<file path="src/hw/pmsc_pkg.sv">
package pmsc_pkg;

  // Register indices on the serial management port
  localparam logic [4:0]  REG_BASIC         = 5'h00;
  localparam logic [4:0]  REG_CTRL1         = 5'h16;
  localparam logic [4:0]  REG_IRQ           = 5'h1B;
  localparam logic [4:0]  REG_CTRL2         = 5'h1F;

  // Field positions
  localparam int          BASIC_LOOPBACK    = 14;
  localparam int          BASIC_SPEED_100   = 13;
  localparam int          BASIC_ANEG_EN     = 12;
  localparam int          BASIC_FULL_DUPLEX = 8;
  localparam int          CTRL1_BCAST_OFF   = 9;
  localparam int          CTRL2_FORCE_CROSS = 14;
  localparam int          CTRL2_AUTOX_OFF   = 13;
  localparam int          CTRL2_IRQ_HIGH    = 9;

  // Reset values
  localparam logic [15:0] BASIC_RST         = 16'h3100;
  localparam logic [15:0] CTRL1_RST         = 16'h0000;
  localparam logic [15:0] CTRL2_RST         = 16'h0000;
  localparam logic [7:0]  IRQ_EN_RST        = 8'h00;
  localparam logic [7:0]  IRQ_FLAG_RST      = 8'h00;
  localparam logic        IRQ_PIN_RST       = 1'b1;
  localparam logic [15:0] READ_UNMAPPED     = 16'h0000;

  // Frame layout
  localparam logic [1:0]  OP_READ           = 2'h2;
  localparam logic [1:0]  OP_WRITE          = 2'h1;
  localparam logic [1:0]  PHY_HIGH_ZERO     = 2'h0;
  localparam logic [2:0]  BCAST_ADDR        = 3'h0;
  localparam logic [5:0]  PREAMBLE_ONES     = 6'h20;
  localparam logic [5:0]  HDR_LAST          = 6'h0B;
  localparam logic [5:0]  TA_LAST           = 6'h01;
  localparam logic [5:0]  DATA_LAST         = 6'h0F;
  localparam logic [1:0]  STRAP_SETTLE      = 2'h3;

  typedef enum logic [2:0] {
    ST_PRE,
    ST_START,
    ST_HDR,
    ST_TA,
    ST_DATA
  } pmsc_state_type;

  // Nibble-wide media path beat
  typedef struct packed {
    logic       en;
    logic [3:0] d;
  } pmsc_mii_type;

  typedef struct packed {
    logic       bcast_off;
    logic       reduced_pins;
    logic [2:0] addr;
  } pmsc_strap_type;

endpackage

</file>
<file path="src/hw/pmsc_top.sv">
`timescale 1ns/1ps
// Functional notes
// Answer own strapped address 1..7 and broadcast address 0 by default.
// Broadcast address 0 accepted for read or write.
// Strap or 16h bit 9 disables broadcast; 0 becomes unique.
// Unique address 0..7 taken from three straps at reset.
// Controller keeps management clock at or below 10 MHz.
// Frame: 32 ones, 01, opcode, 00AAA address, register address.
// Turnaround Z0 on read, 10 on write; 16 data bits; idle Z.
// Decode 32 register addresses; unmapped read as zero.
// Interrupt register bits 15:8 enable conditions onto the pin.
// Interrupt register bits 7:0 record occurred conditions.
// Reading interrupt register clears all status bits.
// 1Fh bit 9 sets pin polarity; active low after reset.
// Automatic crossover on after reset; 1Fh bit 13 disables it.
// With crossover off, 1Fh bit 14 forces straight or crossed.
// With crossover on, follow pairs the partner uses.
// Local loopback returns MAC frames to MAC, full duplex only.
// Loopback frames also go to copper except reduced-pin variant.
// Register 0h bits 14,13,12,8 configure local loopback.
// Unaddressed frames ignored, data line left undriven.
// On reads drive only second turnaround bit and data bits.
module pmsc_top (
  input  wire logic                   I_CORE_CLK,
  input  wire logic                   I_ARST_N,
  input  wire logic                   I_MGMT_CLK,
  input  wire logic                   I_MGMT_DATA,
  output logic                        O_MGMT_DATA,
  output logic                        O_MGMT_DATA_OE,
  input  wire logic [2:0]             I_UNIQUE_ADDRESS_STRAPS,
  input  wire logic                   I_BROADCAST_DISABLE_STRAP,
  input  wire logic                   I_REDUCED_PIN_STRAP,
  input  wire logic [7:0]             I_IRQ_EVENTS,
  output logic                        O_STATUS_CHANGE_IRQ_PIN,
  input  wire logic                   I_PARTNER_ON_OUR_TX,
  output logic                        O_CROSSED_PAIRS,
  input  wire pmsc_pkg::pmsc_mii_type I_MAC_TX,
  input  wire pmsc_pkg::pmsc_mii_type I_LINE_RX,
  output pmsc_pkg::pmsc_mii_type      O_MAC_RX,
  output pmsc_pkg::pmsc_mii_type      O_LINE_TX,
  output logic                        O_SPEED_100,
  output logic                        O_LOOPBACK_ACTIVE
);

  // Pin synchronisation
  logic [7:0]                 sync_s;
  logic                       mdc_s;
  logic                       mdio_s;
  logic                       partner_s;
  pmsc_pkg::pmsc_strap_type   strap_s;

  pmsc_sync #(
    .W        (8)
  ) pmsc_sync_i (
    .i_clk    (I_CORE_CLK),
    .i_arst_n (I_ARST_N),
    .i_async  ({I_MGMT_CLK, I_MGMT_DATA, I_PARTNER_ON_OUR_TX,
                I_BROADCAST_DISABLE_STRAP, I_REDUCED_PIN_STRAP,
                I_UNIQUE_ADDRESS_STRAPS}),
    .o_sync   (sync_s)
  );

  assign mdc_s     = sync_s[7];
  assign mdio_s    = sync_s[6];
  assign partner_s = sync_s[5];
  assign strap_s   = sync_s[4:0];

  // Strap capture after reset release
  // Straps are sampled in the first three cycles after reset; later pin moves are ignored
  logic [1:0]                 settle_q;
  pmsc_pkg::pmsc_strap_type   strap_q;

  always_ff @(posedge I_CORE_CLK or negedge I_ARST_N) begin
    if (!I_ARST_N) begin
      settle_q <= 2'h0;
      strap_q  <= '0;
    end else if (settle_q != pmsc_pkg::STRAP_SETTLE) begin
      settle_q <= settle_q + 2'h1;
      strap_q  <= strap_s;
    end
  end

  // Management clock edge; data is sampled and launched on the rise
  // Reset value matches the idle-low clock, so reset gives no false edge
  logic                       mdc_prev_q;
  logic                       rise;

  always_ff @(posedge I_CORE_CLK or negedge I_ARST_N) begin
    if (!I_ARST_N) begin
      mdc_prev_q <= 1'b0;
    end else begin
      mdc_prev_q <= mdc_s;
    end
  end

  assign rise = mdc_s & ~mdc_prev_q;

  // Registers
  logic [15:0]                basic_q;
  logic [15:0]                ctrl1_q;
  logic [15:0]                ctrl2_q;
  logic [7:0]                 irq_en_q;
  logic [7:0]                 irq_flag_q;

  // Frame engine state
  pmsc_pkg::pmsc_state_type   state_q;
  logic [5:0]                 cnt_q;
  logic [15:0]                shreg_q;
  logic [4:0]                 reg_q;
  logic                       wr_q;

  logic [11:0]                hdr;
  logic [1:0]                 hdr_op;
  logic [4:0]                 hdr_phy;
  logic                       op_ok;
  logic                       bcast_en;
  logic                       addr_hit;
  logic                       hit;
  logic                       hdr_end;
  logic                       ta_end;
  logic                       data_end;
  logic                       rd_fire;
  logic                       wr_fire;
  logic [15:0]                wdata;
  logic [15:0]                rd_data;

  assign hdr      = {shreg_q[10:0], mdio_s};
  assign hdr_op   = hdr[11:10];
  assign hdr_phy  = hdr[9:5];
  assign op_ok    = (hdr_op == pmsc_pkg::OP_READ) ||
                    (hdr_op == pmsc_pkg::OP_WRITE);
  assign bcast_en = ~(strap_q.bcast_off |
                      ctrl1_q[pmsc_pkg::CTRL1_BCAST_OFF]);
  assign addr_hit = (hdr_phy[2:0] == strap_q.addr) ||
                    (bcast_en &&
                     hdr_phy[2:0] == pmsc_pkg::BCAST_ADDR);
  assign hit      = op_ok && addr_hit &&
                    (hdr_phy[4:3] == pmsc_pkg::PHY_HIGH_ZERO);
  assign hdr_end  = rise && state_q == pmsc_pkg::ST_HDR &&
                    cnt_q == pmsc_pkg::HDR_LAST;
  assign ta_end   = rise && state_q == pmsc_pkg::ST_TA &&
                    cnt_q == pmsc_pkg::TA_LAST;
  assign data_end = rise && state_q == pmsc_pkg::ST_DATA &&
                    cnt_q == pmsc_pkg::DATA_LAST;
  assign rd_fire  = ta_end && !wr_q;
  assign wr_fire  = data_end && wr_q;
  assign wdata    = {shreg_q[14:0], mdio_s};

  // Frame sequencing
  always_ff @(posedge I_CORE_CLK or negedge I_ARST_N) begin
    if (!I_ARST_N) begin
      state_q <= pmsc_pkg::ST_PRE;
      cnt_q   <= 6'h00;
    end else if (rise) begin
      unique case (state_q)
        // Count saturates, so a preamble longer than 32 ones is fine
        pmsc_pkg::ST_PRE: begin
          if (mdio_s) begin
            if (cnt_q != pmsc_pkg::PREAMBLE_ONES) begin
              cnt_q <= cnt_q + 6'h01;
            end
          end else if (cnt_q == pmsc_pkg::PREAMBLE_ONES) begin
            state_q <= pmsc_pkg::ST_START;
          end else begin
            cnt_q <= 6'h00;
          end
        end
        pmsc_pkg::ST_START: begin
          cnt_q   <= 6'h00;
          state_q <= mdio_s ? pmsc_pkg::ST_HDR : pmsc_pkg::ST_PRE;
        end
        pmsc_pkg::ST_HDR: begin
          cnt_q <= cnt_q + 6'h01;
          if (hdr_end) begin
            cnt_q   <= 6'h00;
            // Foreign frames are dropped before turnaround
            state_q <= hit ? pmsc_pkg::ST_TA : pmsc_pkg::ST_PRE;
          end
        end
        pmsc_pkg::ST_TA: begin
          cnt_q <= cnt_q + 6'h01;
          if (ta_end) begin
            cnt_q   <= 6'h00;
            state_q <= pmsc_pkg::ST_DATA;
          end
        end
        pmsc_pkg::ST_DATA: begin
          cnt_q <= cnt_q + 6'h01;
          if (data_end) begin
            cnt_q   <= 6'h00;
            state_q <= pmsc_pkg::ST_PRE;
          end
        end
      endcase
    end
  end

  // Header capture and data shifting
  always_ff @(posedge I_CORE_CLK or negedge I_ARST_N) begin
    if (!I_ARST_N) begin
      shreg_q <= 16'h0000;
      reg_q   <= 5'h00;
      wr_q    <= 1'b0;
    end else if (hdr_end) begin
      reg_q   <= hdr[4:0];
      wr_q    <= (hdr_op == pmsc_pkg::OP_WRITE);
    end else if (rd_fire) begin
      shreg_q <= {rd_data[14:0], 1'b0};
    end else if (rise) begin
      shreg_q <= wdata;
    end
  end

  // Data line drive: Z on first turnaround bit, 0 on second, then data
  // Each bit is launched after a rise and stands for a whole clock period
  always_ff @(posedge I_CORE_CLK or negedge I_ARST_N) begin
    if (!I_ARST_N) begin
      O_MGMT_DATA    <= 1'b0;
      O_MGMT_DATA_OE <= 1'b0;
    end else if (rise) begin
      if (state_q == pmsc_pkg::ST_TA && cnt_q == 6'h00 && !wr_q) begin
        O_MGMT_DATA    <= 1'b0;
        O_MGMT_DATA_OE <= 1'b1;
      end else if (rd_fire) begin
        O_MGMT_DATA    <= rd_data[15];
      end else if (state_q == pmsc_pkg::ST_DATA && !wr_q &&
                   !data_end) begin
        O_MGMT_DATA    <= shreg_q[15];
      end else begin
        O_MGMT_DATA    <= 1'b0;
        O_MGMT_DATA_OE <= 1'b0;
      end
    end
  end

  // Register read selection over the 32-entry space
  assign rd_data = (reg_q == pmsc_pkg::REG_BASIC) ? basic_q :
                   (reg_q == pmsc_pkg::REG_CTRL1) ? ctrl1_q :
                   (reg_q == pmsc_pkg::REG_IRQ)   ? {irq_en_q, irq_flag_q} :
                   (reg_q == pmsc_pkg::REG_CTRL2) ? ctrl2_q :
                   pmsc_pkg::READ_UNMAPPED;

  logic                       wr_basic;
  logic                       wr_ctrl1;
  logic                       wr_irq;
  logic                       wr_ctrl2;
  logic                       irq_clear;
  logic [7:0]                 irq_flag_d;

  assign wr_basic  = wr_fire && reg_q == pmsc_pkg::REG_BASIC;
  assign wr_ctrl1  = wr_fire && reg_q == pmsc_pkg::REG_CTRL1;
  assign wr_irq    = wr_fire && reg_q == pmsc_pkg::REG_IRQ;
  assign wr_ctrl2  = wr_fire && reg_q == pmsc_pkg::REG_CTRL2;
  assign irq_clear = rd_fire && reg_q == pmsc_pkg::REG_IRQ;

  // A new event in the clearing cycle survives the clear
  assign irq_flag_d = (irq_clear ? 8'h00 : irq_flag_q) |
                      I_IRQ_EVENTS;

  always_ff @(posedge I_CORE_CLK or negedge I_ARST_N) begin
    if (!I_ARST_N) begin
      basic_q <= pmsc_pkg::BASIC_RST;
      ctrl1_q <= pmsc_pkg::CTRL1_RST;
      ctrl2_q <= pmsc_pkg::CTRL2_RST;
    end else begin
      if (wr_basic) begin
        basic_q <= wdata;
      end
      if (wr_ctrl1) begin
        ctrl1_q <= wdata;
      end
      if (wr_ctrl2) begin
        ctrl2_q <= wdata;
      end
    end
  end

  always_ff @(posedge I_CORE_CLK or negedge I_ARST_N) begin
    if (!I_ARST_N) begin
      irq_en_q   <= pmsc_pkg::IRQ_EN_RST;
      irq_flag_q <= pmsc_pkg::IRQ_FLAG_RST;
    end else begin
      irq_flag_q <= irq_flag_d;
      if (wr_irq) begin
        irq_en_q <= wdata[15:8];
      end
    end
  end

  // Interrupt pin with selectable polarity
  // Pin is registered, so a polarity write cannot glitch it
  logic                       irq_any;
  logic                       irq_pin_d;

  assign irq_any   = |(irq_flag_q & irq_en_q);
  assign irq_pin_d = ctrl2_q[pmsc_pkg::CTRL2_IRQ_HIGH] ? irq_any
                                                       : ~irq_any;

  always_ff @(posedge I_CORE_CLK or negedge I_ARST_N) begin
    if (!I_ARST_N) begin
      O_STATUS_CHANGE_IRQ_PIN <= pmsc_pkg::IRQ_PIN_RST;
    end else begin
      O_STATUS_CHANGE_IRQ_PIN <= irq_pin_d;
    end
  end

  // Automatic crossover
  pmsc_crossover pmsc_crossover_i (
    .i_clk               (I_CORE_CLK),
    .i_arst_n            (I_ARST_N),
    .i_auto_en           (~ctrl2_q[pmsc_pkg::CTRL2_AUTOX_OFF]),
    .i_force_crossed     (ctrl2_q[pmsc_pkg::CTRL2_FORCE_CROSS]),
    .i_partner_on_our_tx (partner_s),
    .o_crossed           (O_CROSSED_PAIRS)
  );

  // Local loopback; half duplex or autonegotiation keeps it off
  logic                       lb_active;
  pmsc_pkg::pmsc_mii_type     line_tx_d;

  assign lb_active = basic_q[pmsc_pkg::BASIC_LOOPBACK] &
                     basic_q[pmsc_pkg::BASIC_FULL_DUPLEX] &
                     ~basic_q[pmsc_pkg::BASIC_ANEG_EN];
  // Reduced-pin variant keeps the copper side quiet in loopback
  assign line_tx_d = (lb_active && strap_q.reduced_pins) ? '0
                                                         : I_MAC_TX;

  always_ff @(posedge I_CORE_CLK or negedge I_ARST_N) begin
    if (!I_ARST_N) begin
      O_MAC_RX          <= '0;
      O_LINE_TX         <= '0;
      O_SPEED_100       <= 1'b0;
      O_LOOPBACK_ACTIVE <= 1'b0;
    end else begin
      O_MAC_RX          <= lb_active ? I_MAC_TX : I_LINE_RX;
      O_LINE_TX         <= line_tx_d;
      O_SPEED_100       <= basic_q[pmsc_pkg::BASIC_SPEED_100];
      O_LOOPBACK_ACTIVE <= lb_active;
    end
  end

endmodule

</file>
<file path="src/hw/pmsc_sync.sv">
`timescale 1ns/1ps
module pmsc_sync #(
  parameter int W = 1
) (
  input  wire logic         i_clk,
  input  wire logic         i_arst_n,
  input  wire logic [W-1:0] i_async,
  output logic      [W-1:0] o_sync
);

  logic [W-1:0] meta_q;

  // First stage is read by the second stage only
  always_ff @(posedge i_clk or negedge i_arst_n) begin
    if (!i_arst_n) begin
      meta_q <= '0;
      o_sync <= '0;
    end else begin
      meta_q <= i_async;
      o_sync <= meta_q;
    end
  end

endmodule

</file>
<file path="src/hw/pmsc_crossover.sv">
`timescale 1ns/1ps
module pmsc_crossover (
  input  wire logic i_clk,
  input  wire logic i_arst_n,
  input  wire logic i_auto_en,
  input  wire logic i_force_crossed,
  input  wire logic i_partner_on_our_tx,
  output logic      o_crossed
);

  logic crossed_d;

  // Partner energy on our transmit pair means the cable needs crossing
  assign crossed_d = i_auto_en ? i_partner_on_our_tx
                               : i_force_crossed;

  always_ff @(posedge i_clk or negedge i_arst_n) begin
    if (!i_arst_n) begin
      o_crossed <= 1'b0;
    end else begin
      o_crossed <= crossed_d;
    end
  end

endmodule

</file>
<file path="config.mk">
export PLATFORM = sky130hd
export DESIGN_NAME = pmsc_top
export DESIGN_NICKNAME = d
export VERILOG_FILES = /design/src/hw/pmsc_pkg.sv /design/src/hw/pmsc_top.sv /design/src/hw/pmsc_sync.sv /design/src/hw/pmsc_crossover.sv
export SDC_FILE = /design/constraint.sdc
export NUM_CORES = 1
export LEC_CHECK = 0
export ABC_AREA = 1
export BUFFER_PORTS_ARGS = -buffer_cell sky130_fd_sc_hd__buf_2
export CAP_MARGIN = 20
export CORE_ASPECT_RATIO = 1.2
export CORE_MARGIN = 8
export CORE_UTILIZATION = 30
export DETAILED_ROUTE_END_ITERATION = 10
export GPL_TIMING_DRIVEN = 1
export PLACE_DENSITY_LB_ADDON = 0.05
export SYNTH_ARGS = -nofsm -noshare
export SYNTH_HDL_FRONTEND = slang
export SYNTH_SLANG_ARGS = --single-unit
</file>
<file path="constraint.sdc">
create_clock -name I_CORE_CLK -period 1.6 [get_ports I_CORE_CLK]
set_clock_uncertainty 0.15 [all_clocks]
set_input_delay 0.48 -clock I_CORE_CLK [delete_from_list [all_inputs] [get_ports I_CORE_CLK]]
set_output_delay 0.48 -clock I_CORE_CLK [all_outputs]
set_load 0.01 [all_outputs]
</file>
==> impl_results.md, run 1 <==
- DR iter-0 viols: 237
- Setup crit end kind: flip-flop
- Power Density: 951 nW/um^2
- Site Rows: 57
- Grt total ovfl: 0
- Post-DRT Antenna Nets: 0
- Unique masters post-synth: 35
- Main synth FF type: dfrtp_1
- Failing checks: negative setup slack
- Hold Crit Start: I_UNIQUE_ADDRESS_STRAPS[0]
- Finished Cell Area: 8990 sq um
- Post-Syn Instances: 692
- Layout cells sized above 1: 0.423
- CP required: 1.75 ns
- Net Count, Synth: 725
- Maximum clock frequency: 0.543 GHz
- Drt drc: 0
- Hold worst-path end: pmsc_sync_i.meta_q[0]
- Chip Height: 173 um
- R2R depth: 10
- Aggregate global-route resource usage: 0.146
- EDFF count, synth: 0
- Largest net degree at the start of global routing: 33
- Crit Path Max Fanout: 8
- # setup viols final: 98
- Io pins: 44
- Synth top area share: 0.533
- CORE AREA: 20200 sq um
- Final period util: 1.15
- Diodes inserted: 0
- Tmin final: 1.84 ns
- RSZ-0062 raised after global routing: yes
- Layout fillers: 1943
- Worst slack at placement: -0.248 ns
- Gpl congestion: 0.826
- Worst Tran Pin Value: 0.372 ns
- Port bufs: 43
- Dpl cells: 1049
- Ys async rst share: 1.00
- Area after DPL: 7270 sq um
- Slew Limit Headroom: 0.752
- H-tree levels: 4
- Status: finished with violations
- Starting Density: 0.305
- CP peak stage delay: 0.44 ns
- Cell Area, Synth: 6150 sq um
- Synth area leaders: dfrtp_1 (53%), nand2_1 (14%), o21ai_1 (4.1%)
- Worst path cell trace: ha_4 -> nand2_4 -> nor2_4 -> nand3_4 -> nor2_8 -> buf_12 -> buf_12 -> nand2_8 -> nand2_4 -> o21ai_2
- Detailed placement HPWL: 12000 um
- Worst path slowest cell: dfrtp_2
- Via count: 5212
- PnR worst setup slack: -0.242 ns
- FF+latch count, synth: 135
- Crit Reg-Reg Endpoint: ctrl1_q[1]
- R2r setup slk: -0.24 ns
- Number of vias per cell: 4.65
- Synthesized area per cell: 8.89 sq um
- CP Launch Type: flip-flop
- CP Class: flip-flop to flip-flop
- Initial antenna violation count: 0
- First-pass GRT wire length: 29600 um
- Max Cap Viol: 0
- Num CTS Buffers: 17
- Clk buf depth: 2
- Sink Count: 135
- Leakage: 4.15 nW
- Peak supply drop: 721 uV
- Clk slew on worst S/H paths: 0.06 ns
- Slew Viols, Final: 0
- Core Util, Final: 0.445
- Root buf cell: clkbuf_16
- Yosys warnings: 0
- Drt pass-1 iters: 4
- Top post-synthesis cells by count: nand2_1 (230), dfrtp_1 (131), inv_1 (55)
- Worst Hold Class: input port to flip-flop
- Vias in the first global route: 5503
- Final hold violation count: 0
- Clk_lat worst skew: 0.41 ns
- Final #Nets: 876
- DR WL/cell: 16.6 um
- FF/Latch Area: 3380 sq um
- Die ar.: 25400 sq um
- Hold path depth: 1
- CP arrival: 1.99 ns
- Area taken by multi-input logic gates: 3120 sq um
- Fin cells: 1121
- Die X: 147 um
- R2r startpoint: cnt_q[0]
- Total wire length: 18600 um
- Synth-to-Final Area Change: 46.1%
- Seq/Total Area, Yosys: 0.550
- CTS tree: yes
- Leading area contributor after synthesis: dfrtp_1
- Count leader, synth: nand2_1
metrics by stage:
step                      setup TNS, ns  hold slack [ns]  total power (W)
final                            -16.07           0.0181          0.00854
after global routing             -24.72          0.00258          0.00893
after CTS                        -17.05         0.000490          0.00863
after detailed placement         -18.56            0.185          0.00442
after global placement           -16.01            0.186          0.00441
after floorplan                   -4.48           0.0344          0.00401
layer usage:
metal | global-route usage | up-vias | share of wire
li1 | - | 2558 | -
met1 | 0.184 | 2572 | 0.46
met2 | 0.246 | 68 | 0.50
met3 | 0.0303 | 14 | 0.032
met4 | 0.0439 | 0 | 0.011
met5 | 0 | - | 0
cell families (layout without fill, tap and decap cells):
| group | count (synthesis) | count (layout) | synth area share |
|---|---|---|---|
| AND/OR/NAND/NOR | 329 | 338 | 0.244 |
| flip-flops | 135 | 135 | 0.550 |
| AO/OA/AOI/OAI | 126 | 127 | 0.113 |
| buffers and inverters | 85 | 239 | 0.0621 |
| multiplexers | 8 | 8 | 0.0146 |
| adder cells (fa/ha/maj) | 5 | 5 | 0.0102 |
| XOR/XNOR | 4 | 4 | 0.00570 |
worst max-delay path by stage:
| stage | cells after the start | to | from |
|---|---|---|---|
| finish | 10 | ctrl1_q[1] | cnt_q[0] |
| global route | 9 | shreg_q[12] | cnt_q[1] |
| CTS | 10 | shreg_q[1] | cnt_q[1] |
| detailed placement | 10 | shreg_q[10] | cnt_q[1] |
| global placement | 10 | shreg_q[11] | cnt_q[1] |
| floorplan | 9 | irq_en_q[2] | cnt_q[0] |
critical path, delay by kind of cell, from the launching register on:
kind / cells / cell delay, ns
adders and majority gates: 1 / 0.18
DFF: 1 / 0.44
and+or+nand+nor: 6 / 0.61
buffers and inverters: 2 / 0.30
AOI/OAI and AO/OA: 1 / 0.04
where the power goes:
group	switching, W	total, W	internal (W)
registers	0.0000919	0.00364	0.00355
clock network	0.00157	0.00408	0.00251
logic	0.000534	0.000822	0.000288
sequential cells by signal, summed over array words and instances (netlist names), 2 cells and up:
name / count
basic_q: 16
ctrl1_q: 16
ctrl2_q: 16
shreg_q: 16
irq_en_q: 8
irq_flag_q: 8
pmsc_sync_i.meta_q: 8
pmsc_sync_i.o_sync: 8
cnt_q: 6
O_LINE_TX: 5
O_MAC_RX: 5
reg_q: 5
strap_q: 5
state_q: 3
settle_q: 2
area by class of cell:
cell class,count,area share
multi-input combinational,482,0.347
clock inverter,13,0.0189
clock buffer,19,0.0493
timing repair buffer,143,0.143
tap,265,0.0369
sequential,135,0.377
inverter,64,0.0284
layout by cell type, fill, tap and decap left out, types with 3 or more instances in the layout:
cell,count
nor3_1,3
buf_6,15
a21oi_1,26
mux2_2,7
nor2_4,6
dfstp_2,4
nand3_2,3
o21ai_0,8
nand2_1,183
nand2_4,17
bufinv_16,3
nor2_2,6
nand3_1,25
nand4_1,7
inv_6,3
clkinvlp_4,5
inv_2,13
inv_1,48
nand2_8,11
nand2_2,35
clkbuf_16,18
o21bai_1,8
a21oi_4,3
nor2_1,29
dfrtp_1,130
a21oi_2,16
xnor2_1,4
clkinv_4,3
buf_4,66
o21ai_2,49
nand3_4,4
buf_2,41
o21ai_1,13
buf_12,16
what timing repair did:
item,CTS,global route
cloned,10,4
endpoints found under the hold margin,21,0
setup buffers,12,14
hold buffers,2,0
resized for setup,76,101
setup endpoints to repair,93,104
pin swaps,13,29
No activity file was read; power rests on OpenSTA's default activity.
==> run 2, diff against run 1 <==
Settings changed: ABC_AREA 1 to default, CAP_MARGIN 20 to 30, CORE_UTILIZATION 30 to 54.
==> run 2 against run 1 <==
The run still ends with negative setup slack left; total power shrank 0.64%; cell count down 28%; count of clock-buffer cells in the layout is 2 lower; first-iteration DRC count up 110%; sequential cell count is the same; die area shrank 42%; non-clock buffer count increased by 18; core utilization grew 33 points; hold slack got worse by 0.0057 ns; critical path depth decreased by 3; design area decreased by 4.8%; register-to-register slack got worse by 0.35 ns; critical path type unchanged; largest cell class unchanged; highest routed layer unchanged.
==> impl_results.md, run 2 <==
- Maximum clock frequency: 0.457 GHz (-16%)
- Power Density: 993 nW/um^2 (+4.4%)
- Failing checks: negative setup slack
- Vias in the first global route: 5037 (-8.5%)
- Yosys warnings: 0 (unchanged)
- Met2 Track Usage GR: 0.378 (+0.132)
- Grt total ovfl: 0 (unchanged)
- Main synth FF type: dfrtp_1
- Detailed placement HPWL: 10800 um (-10%)
- Slew Viols, Final: 0 (unchanged)
- Largest net degree at the start of global routing: 34 (+3.0%)
- Post-DRT Antenna Nets: 0 (unchanged)
- DR WL/cell: 21.9 um (+32%)
- Die X: 112 um (-23%)
- Synthesized area per cell: 11.8 sq um (+33%)
- CP Launch Point: cnt_q[4]
- CP arrival: 2.33 ns (+0.34 ns)
- CTS tree: yes
- Worst Hold Class: input port to flip-flop
- Chip Height: 132 um (-24%)
- DR iter-0 viols: 498 (+110%)
- Pint: 0.00628 W (-1.1%)
- Unique masters post-synth: 57 (+63%)
- Synth top area share: 0.544 (+0.0107)
- Combinational Power Share: 0.092 (-0.004)
- Net Count, Synth: 542 (-25%)
- Switch share: 0.260 (+0.00344)
- FF+latch count, synth: 135 (unchanged)
- Setup crit end: shreg_q[15]
- Leading area contributor after synthesis: dfrtp_1
- Cell Area, Synth: 6030 sq um (-2.0%)
- Highest-count cells in the layout ignoring fill and taps: dfrtp_1 (124), buf_4 (87), mux2_2 (46), buf_2 (40), nand2_1 (39)
- Synth-to-Final Area Change: 41.9%
- Family with the most delay on the worst path: simple AND/OR/NAND/NOR gates
- EDFF count, synth: 0 (unchanged)
- Synth area leaders: dfrtp_1 (54%), mux2_2 (10%), nand2_1 (2.8%)
- CP required: 1.74 ns (about the same)
- R2R depth: 7 (-3)
- Worst Tran Pin Value: 0.436 ns (+0.0645 ns)
- Layout cells sized above 1: 0.489 (+0.0659)
- RSZ-0062 raised after global routing: yes
- Tmin final: 2.19 ns (+0.349 ns)
- Starting Density: 0.549 (+0.244)
- GRT busiest layer: met2
- Crit. path cell count: 7 (-3)
- # setup viols final: 98 (unchanged)
- Sequential power share: 0.435 (+0.009)
- Final hold violation count: 0 (unchanged)
- Crit Reg-Reg Endpoint: shreg_q[15]
- Site Rows: 42 (-26%)
- Finished Cell Area: 8550 sq um (-4.8%)
- Fin cells: 803 (-28%)
- Num CTS Buffers: 17 (unchanged)
- Seq/Total Area, Yosys: 0.561 (+0.0111)
- Most common cell after layout, fill and taps aside: dfrtp_1
- Drt pass-1 iters: 6 (+2)
- H-tree levels: 4 (unchanged)
- Via count: 4912 (-5.8%)
- Aggregate global-route resource usage: 0.222 (+0.0760)
- Max Cap Viol: 0 (unchanged)
- Clk buf depth: 2 (unchanged)
- Sw power: 0.00221 W (+0.69%)
- Ys async rst share: 1.00 (unchanged)
- Sink Count: 135 (unchanged)
- Clk_lat worst skew: 0.42 ns (about the same)
- R2r setup slk: -0.59 ns (-0.35 ns)
- PnR worst setup slack: -0.590 ns (-0.349 ns)
- Io pins: 44 (unchanged)
- Initial antenna violation count: 0 (unchanged)
- CP Class: flip-flop to flip-flop
- GR Util met3: 0.0536 (+0.0233)
- Diodes inserted: 0 (unchanged)
- Die ar.: 14800 sq um (-42%)
- Number of vias per cell: 6.12 (+32%)
- GRT met1 Usage: 0.257 (+0.0730)
- CP Launch Type: flip-flop
- Top post-synthesis cells by count: dfrtp_1 (131), mux2_2 (55), nand2_1 (45)
- Dpl cells: 751 (-28%)
- First-pass GRT wire length: 25900 um (-12%)
- Slew Limit Headroom: 0.706 (-0.0461)
- Post-Syn Instances: 509 (-26%)
- Clk slew on worst S/H paths: 0.06 ns (about the same)
- Drt drc: 0 (unchanged)
- Area after DPL: 7270 sq um (about the same)
- Peak supply drop: 739 uV (+2.5%)
- Leakage: 4.01 nW (-3.4%)
- CORE AREA: 11000 sq um (-46%)
- Count leader, synth: dfrtp_1
- Crit Path Max Fanout: 15 (+7)
- Status: finished with violations
- CP bufs+invs: 2 (unchanged)
- Root buf cell: clkbuf_16
- Worst path cell trace: or4b_4 -> buf_6 -> nor3_4 -> nand2_2 -> buf_12 -> a221oi_4 -> o31ai_1
- CP peak stage delay: 0.57 ns (+0.13 ns)
- Gpl congestion: 0.872 (+5.6%)
- R2r startpoint: cnt_q[4]
- Setup crit end kind: flip-flop
- Final #Nets: 691 (-21%)
- Worst path slowest cell: or4b_4
- Final period util: 1.37 (+0.218)
- Port bufs: 43 (unchanged)
- Clock Power Share: 0.472 (-0.005)
- Total wire length: 17600 um (-5.4%)
run 2: worst min-delay path by stage:
stage	start	to	slack, ns	depth (start not counted)
final	I_UNIQUE_ADDRESS_STRAPS[0]	pmsc_sync_i.meta_q[0]	0.01	1
after global routing	I_UNIQUE_ADDRESS_STRAPS[0]	pmsc_sync_i.meta_q[0]	0.004	1
after detailed placement	pmsc_sync_i.meta_q[6]	pmsc_sync_i.o_sync[6]	0.19	0
after CTS	I_REDUCED_PIN_STRAP	pmsc_sync_i.meta_q[3]	0.003	1
after global placement	pmsc_sync_i.meta_q[0]	pmsc_sync_i.o_sync[0]	0.18	0
after floorplan	I_ARST_N	O_LINE_TX[0]	0.03	0
run 2: cells by family after synthesis:
kind of cell    Yosys count  synth area share
flops                   135             0.561
buf+inv                  41            0.0276
fa+ha+maj                 5            0.0104
mux                      69             0.130
xor+xnor                  5           0.00726
compound gates          120             0.148
simple gates            134             0.116
run 2: what timing repair did:
| action | 4_1_cts | 5_1_grt |
|---|---|---|
| pin swaps | 18 | 11 |
| hold buffers | 1 | 1 |
| gates resized for setup | 28 | 62 |
| gates cloned | 1 | 4 |
| endpoints found under the setup margin | 99 | 99 |
| buffers inserted | 7 | 9 |
| endpoints found under the hold margin | 19 | 1 |
run 2: worst register-to-register path, delay by kind of cell, from the launching register on:
kind                   cells  cell delay (ns)
AO/OA/AOI/OAI              2             0.35
buffers and inverters      2             0.32
AND/OR/NAND/NOR            3             0.87
flip-flops                 1             0.38
run 2: area by class of cell:
class	instances	area [sq um]
sequential	135	3390
multi-input combinational	333	2920
fill	670	2430
timing repair buffer	161	1430
clock buffer	17	425
clock inverter	15	184
tap	132	165
inverter	10	37.5
run 2: routing by layer:
metal / share of wire / up-vias
met3: 0.052 / 49
met1: 0.40 / 2504
met5: 0 / -
met4: 0.038 / 0
li1: - / 2166
met2: 0.51 / 193
run 2: through the flow:
step                      setup WS [ns]  utilization  TNS, ns  hold slack, ns  total power (W)
after global routing             -0.643        0.779   -52.55         0.00418          0.00873
after floorplan                  -0.654            -   -44.03          0.0344          0.00397
final                            -0.590        0.779   -45.42          0.0124          0.00849
after detailed placement         -0.621        0.662   -46.46           0.188          0.00438
after global placement           -0.599        0.662   -43.33           0.183          0.00437
after CTS                        -0.612        0.740   -44.56         0.00264          0.00841
run 2: power groups by stage:
stage               combinational [W]  clock [W]  sequential [W]
floorplan                    0.000261          0         0.00371
global placement             0.000633          0         0.00373
detailed placement           0.000645          0         0.00374
CTS                          0.000684    0.00404         0.00368
global route                 0.000850    0.00417         0.00371
finish                       0.000785    0.00401         0.00370
==> run 3, diff against run 2 <==
==> constraint.sdc (replaced) <==
create_clock -name I_CORE_CLK -period 1.6 [get_ports I_CORE_CLK]
set_clock_uncertainty 0.15 [all_clocks]
set_input_delay 0.4 -clock I_CORE_CLK [delete_from_list [all_inputs] [get_ports I_CORE_CLK]]
set_output_delay 0.4 -clock I_CORE_CLK [all_outputs]
set_load 0.01 [all_outputs]
==> run 3 against run 2 <==
The flow still finishes with violations (negative setup slack); total power decreased by 0.59%; cell count increased by 1.0%; combinational power increased by 0.9%; register-to-register slack barely moved; via count rose by 1.9%; non-clock buffer count rose by 8; sequential power barely moved.
==> impl_results.md, run 3 (same netlist as run 2, synthesis figures left out) <==
- Chip Height: 132 um (unchanged)
- Drt pass-1 iters: 4 (-2)
- Switch share: 0.252 (-0.00848)
- Num CTS Buffers: 17 (unchanged)
- Final period util: 1.37 (+0.00483)
- Diodes inserted: 0 (unchanged)
- Combinational Power Share: 0.094 (+0.002)
- Layout fillers: 610 (-9.0%)
- Status: finished with violations
- Highest-count cells in the layout ignoring fill and taps: dfrtp_1 (129), buf_4 (78), mux2_4 (54), buf_2 (41), nand2_1 (36)
- Hold path depth: 2 (+1)
- First-pass GRT wire length: 27800 um (+7.5%)
- Site Rows: 42 (unchanged)
- Worst path cell trace: or4b_4 -> a211o_1 -> a211oi_4 -> buf_6 -> nor2_4 -> mux2_4
- CORE AREA: 11000 sq um (unchanged)
- Hold Crit Start: I_IRQ_EVENTS[6]
- Largest net degree at the start of global routing: 51 (+50%)
- Sequential power share: 0.440 (+0.005)
- Worst Tran Pin Value: 0.553 ns (+0.116 ns)
- Leakage: 4.12 nW (+2.7%)
- Total wire length: 18200 um (+3.7%)
- Io pins: 44 (unchanged)
- Die X: 112 um (unchanged)
- Initial antenna violation count: 0 (unchanged)
- Dpl cells: 747 (-0.53%)
- Most common cell after layout, fill and taps aside: dfrtp_1
- Slew Viols, Final: 0 (unchanged)
- Port bufs: 43 (unchanged)
- Via count: 5003 (+1.9%)
- Setup TNS: -46.94 ns (-1.52 ns)
- CP required: 1.75 ns (about the same)
- CP bufs+invs: 1 (-1)
- Layout cells sized above 1: 0.489 (about the same)
- DR WL/cell: 22.5 um (+2.6%)
- PnR worst setup slack: -0.598 ns (-0.00774 ns)
- Pint: 0.00632 W (+0.55%)
- Slew Limit Headroom: 0.628 (-0.0784)
- Peak supply drop: 884 uV (+20%)
- Clk buf depth: 2 (unchanged)
- Setup crit end kind: flip-flop
- Worst slack at placement: -0.620 ns (+0.00146 ns)
- RSZ-0062 raised after global routing: yes
- Final #Nets: 699 (+1.2%)
- Clk slew on worst S/H paths: 0.06 ns (about the same)
- Worst Hold Class: input port to flip-flop
- Hold worst-path end: irq_flag_q[6]
- Post-DRT Antenna Nets: 0 (unchanged)
- Clk_lat worst skew: 0.42 ns (about the same)
- CP Launch Type: flip-flop
- Gpl congestion: 0.871 (-0.14%)
- # setup viols final: 97 (-1.0%)
- Max Cap Viol: 0 (unchanged)
- Family with the most delay on the worst path: simple AND/OR/NAND/NOR gates
- Tmin final: 2.20 ns (+0.00774 ns)
- Synth-to-Final Area Change: 46.1%
- Drt drc: 0 (unchanged)
- R2R depth: 6 (-1)
- Crit Path Max Fanout: 4 (-11)
- Sw power: 0.00212 W (-3.8%)
- H-tree levels: 4 (unchanged)
- Maximum clock frequency: 0.455 GHz (-0.35%)
- Die ar.: 14800 sq um (unchanged)
- Detailed placement HPWL: 10700 um (-0.49%)
- Root buf cell: clkbuf_16
- DR iter-0 viols: 340 (-32%)
- Power Density: 958 nW/um^2 (-3.5%)
- Sink Count: 135 (unchanged)
- Fin cells: 811 (+1.0%)
- Crit Reg-Reg Endpoint: cnt_q[0]
- R2r setup slk: -0.60 ns (about the same)
- Vias in the first global route: 5330 (+5.8%)
- R2r startpoint: cnt_q[5]
- CP Class: flip-flop to flip-flop
- Starting Density: 0.549 (unchanged)
- Grt total ovfl: 0 (unchanged)
- Worst path slowest cell: or4b_4
- Aggregate global-route resource usage: 0.238 (+0.0161)
- CP peak stage delay: 0.58 ns (about the same)
- Failing checks: negative setup slack
- Number of vias per cell: 6.17 (+0.85%)
- CTS tree: yes
- Clock Power Share: 0.466 (-0.006)
- Final hold violation count: 0 (unchanged)
- CP arrival: 2.34 ns (about the same)
[run 3: cell count changes in the layout (fill, tap and decap cells not counted), sizes merged]
cell,change
dlygate4sd3,+8
inv,-4
buf,+1
clkbuf,+1
clkinv,+1
clkinvlp,+1
[run 3: layout make-up]
cell class | count | area, sq um | share of cell area
clock buffer | 19 | 453 | 0.0514
tap | 132 | 165 | 0.0188
inverter | 10 | 37.5 | 0.00426
timing repair buffer | 169 | 1510 | 0.171
sequential | 135 | 3390 | 0.384
clock inverter | 13 | 144 | 0.0163
multi-input combinational | 333 | 3110 | 0.354
[run 3: layer usage]
metal | track usage | part of all wire | vias up | routed length [um]
met5 | 0 | 0 | - | 0
met4 | 0.135 | 0.056 | 0 | 1030
met3 | 0.0527 | 0.059 | 80 | 1080
met2 | 0.399 | 0.50 | 225 | 9030
met1 | 0.276 | 0.39 | 2520 | 7090
li1 | - | - | 2178 | -
[run 3: power groups by stage]
| stage | clock (W) | sequential, W | combinational (W) |
|---|---|---|---|
| 2_1_floorplan | 0 | 0.00371 | 0.000261 |
| 3_3_place_gp | 0 | 0.00374 | 0.000603 |
| 3_5_place_dp | 0 | 0.00375 | 0.000626 |
| 4_1_cts | 0.00398 | 0.00369 | 0.000683 |
| 5_1_grt | 0.00410 | 0.00372 | 0.000861 |
| 6_report | 0.00393 | 0.00371 | 0.000792 |
[run 3: worst max-delay path by stage]
stage               startpoint  endpoint  cells past startpoint
finish                cnt_q[5]  cnt_q[0]                      6
global route          cnt_q[5]  cnt_q[0]                      6
CTS                 mdc_prev_q  cnt_q[0]                      5
detailed placement  mdc_prev_q  cnt_q[0]                      5
global placement    mdc_prev_q  cnt_q[0]                      5
floorplan             cnt_q[4]  cnt_q[0]                      6
[run 3: per-stage QoR]
| step | total power (W) | util | area, sq um | hold slack (ns) |
|---|---|---|---|---|
| after global placement | 0.00435 | 0.658 | 7230 | 0.183 |
| after global routing | 0.00868 | 0.802 | 8810 | 0.00436 |
| after floorplan | 0.00397 | - | 6140 | -0.0456 |
| final | 0.00844 | 0.802 | 8810 | 0.00873 |
| after CTS | 0.00836 | 0.765 | 8400 | 0.000723 |
| after detailed placement | 0.00437 | 0.658 | 7230 | 0.185 |
[run 3: repair_timing]
| item | 4_1_cts | 5_1_grt |
|---|---|---|
| endpoints found under the setup margin | 98 | 98 |
| cloned | 3 | 3 |
| hold buffers | 10 | 0 |
| endpoints found under the hold margin | 140 | 0 |
| resized for setup | 76 | 76 |
| pin swaps | 15 | 18 |
| buffers inserted | 17 | 7 |
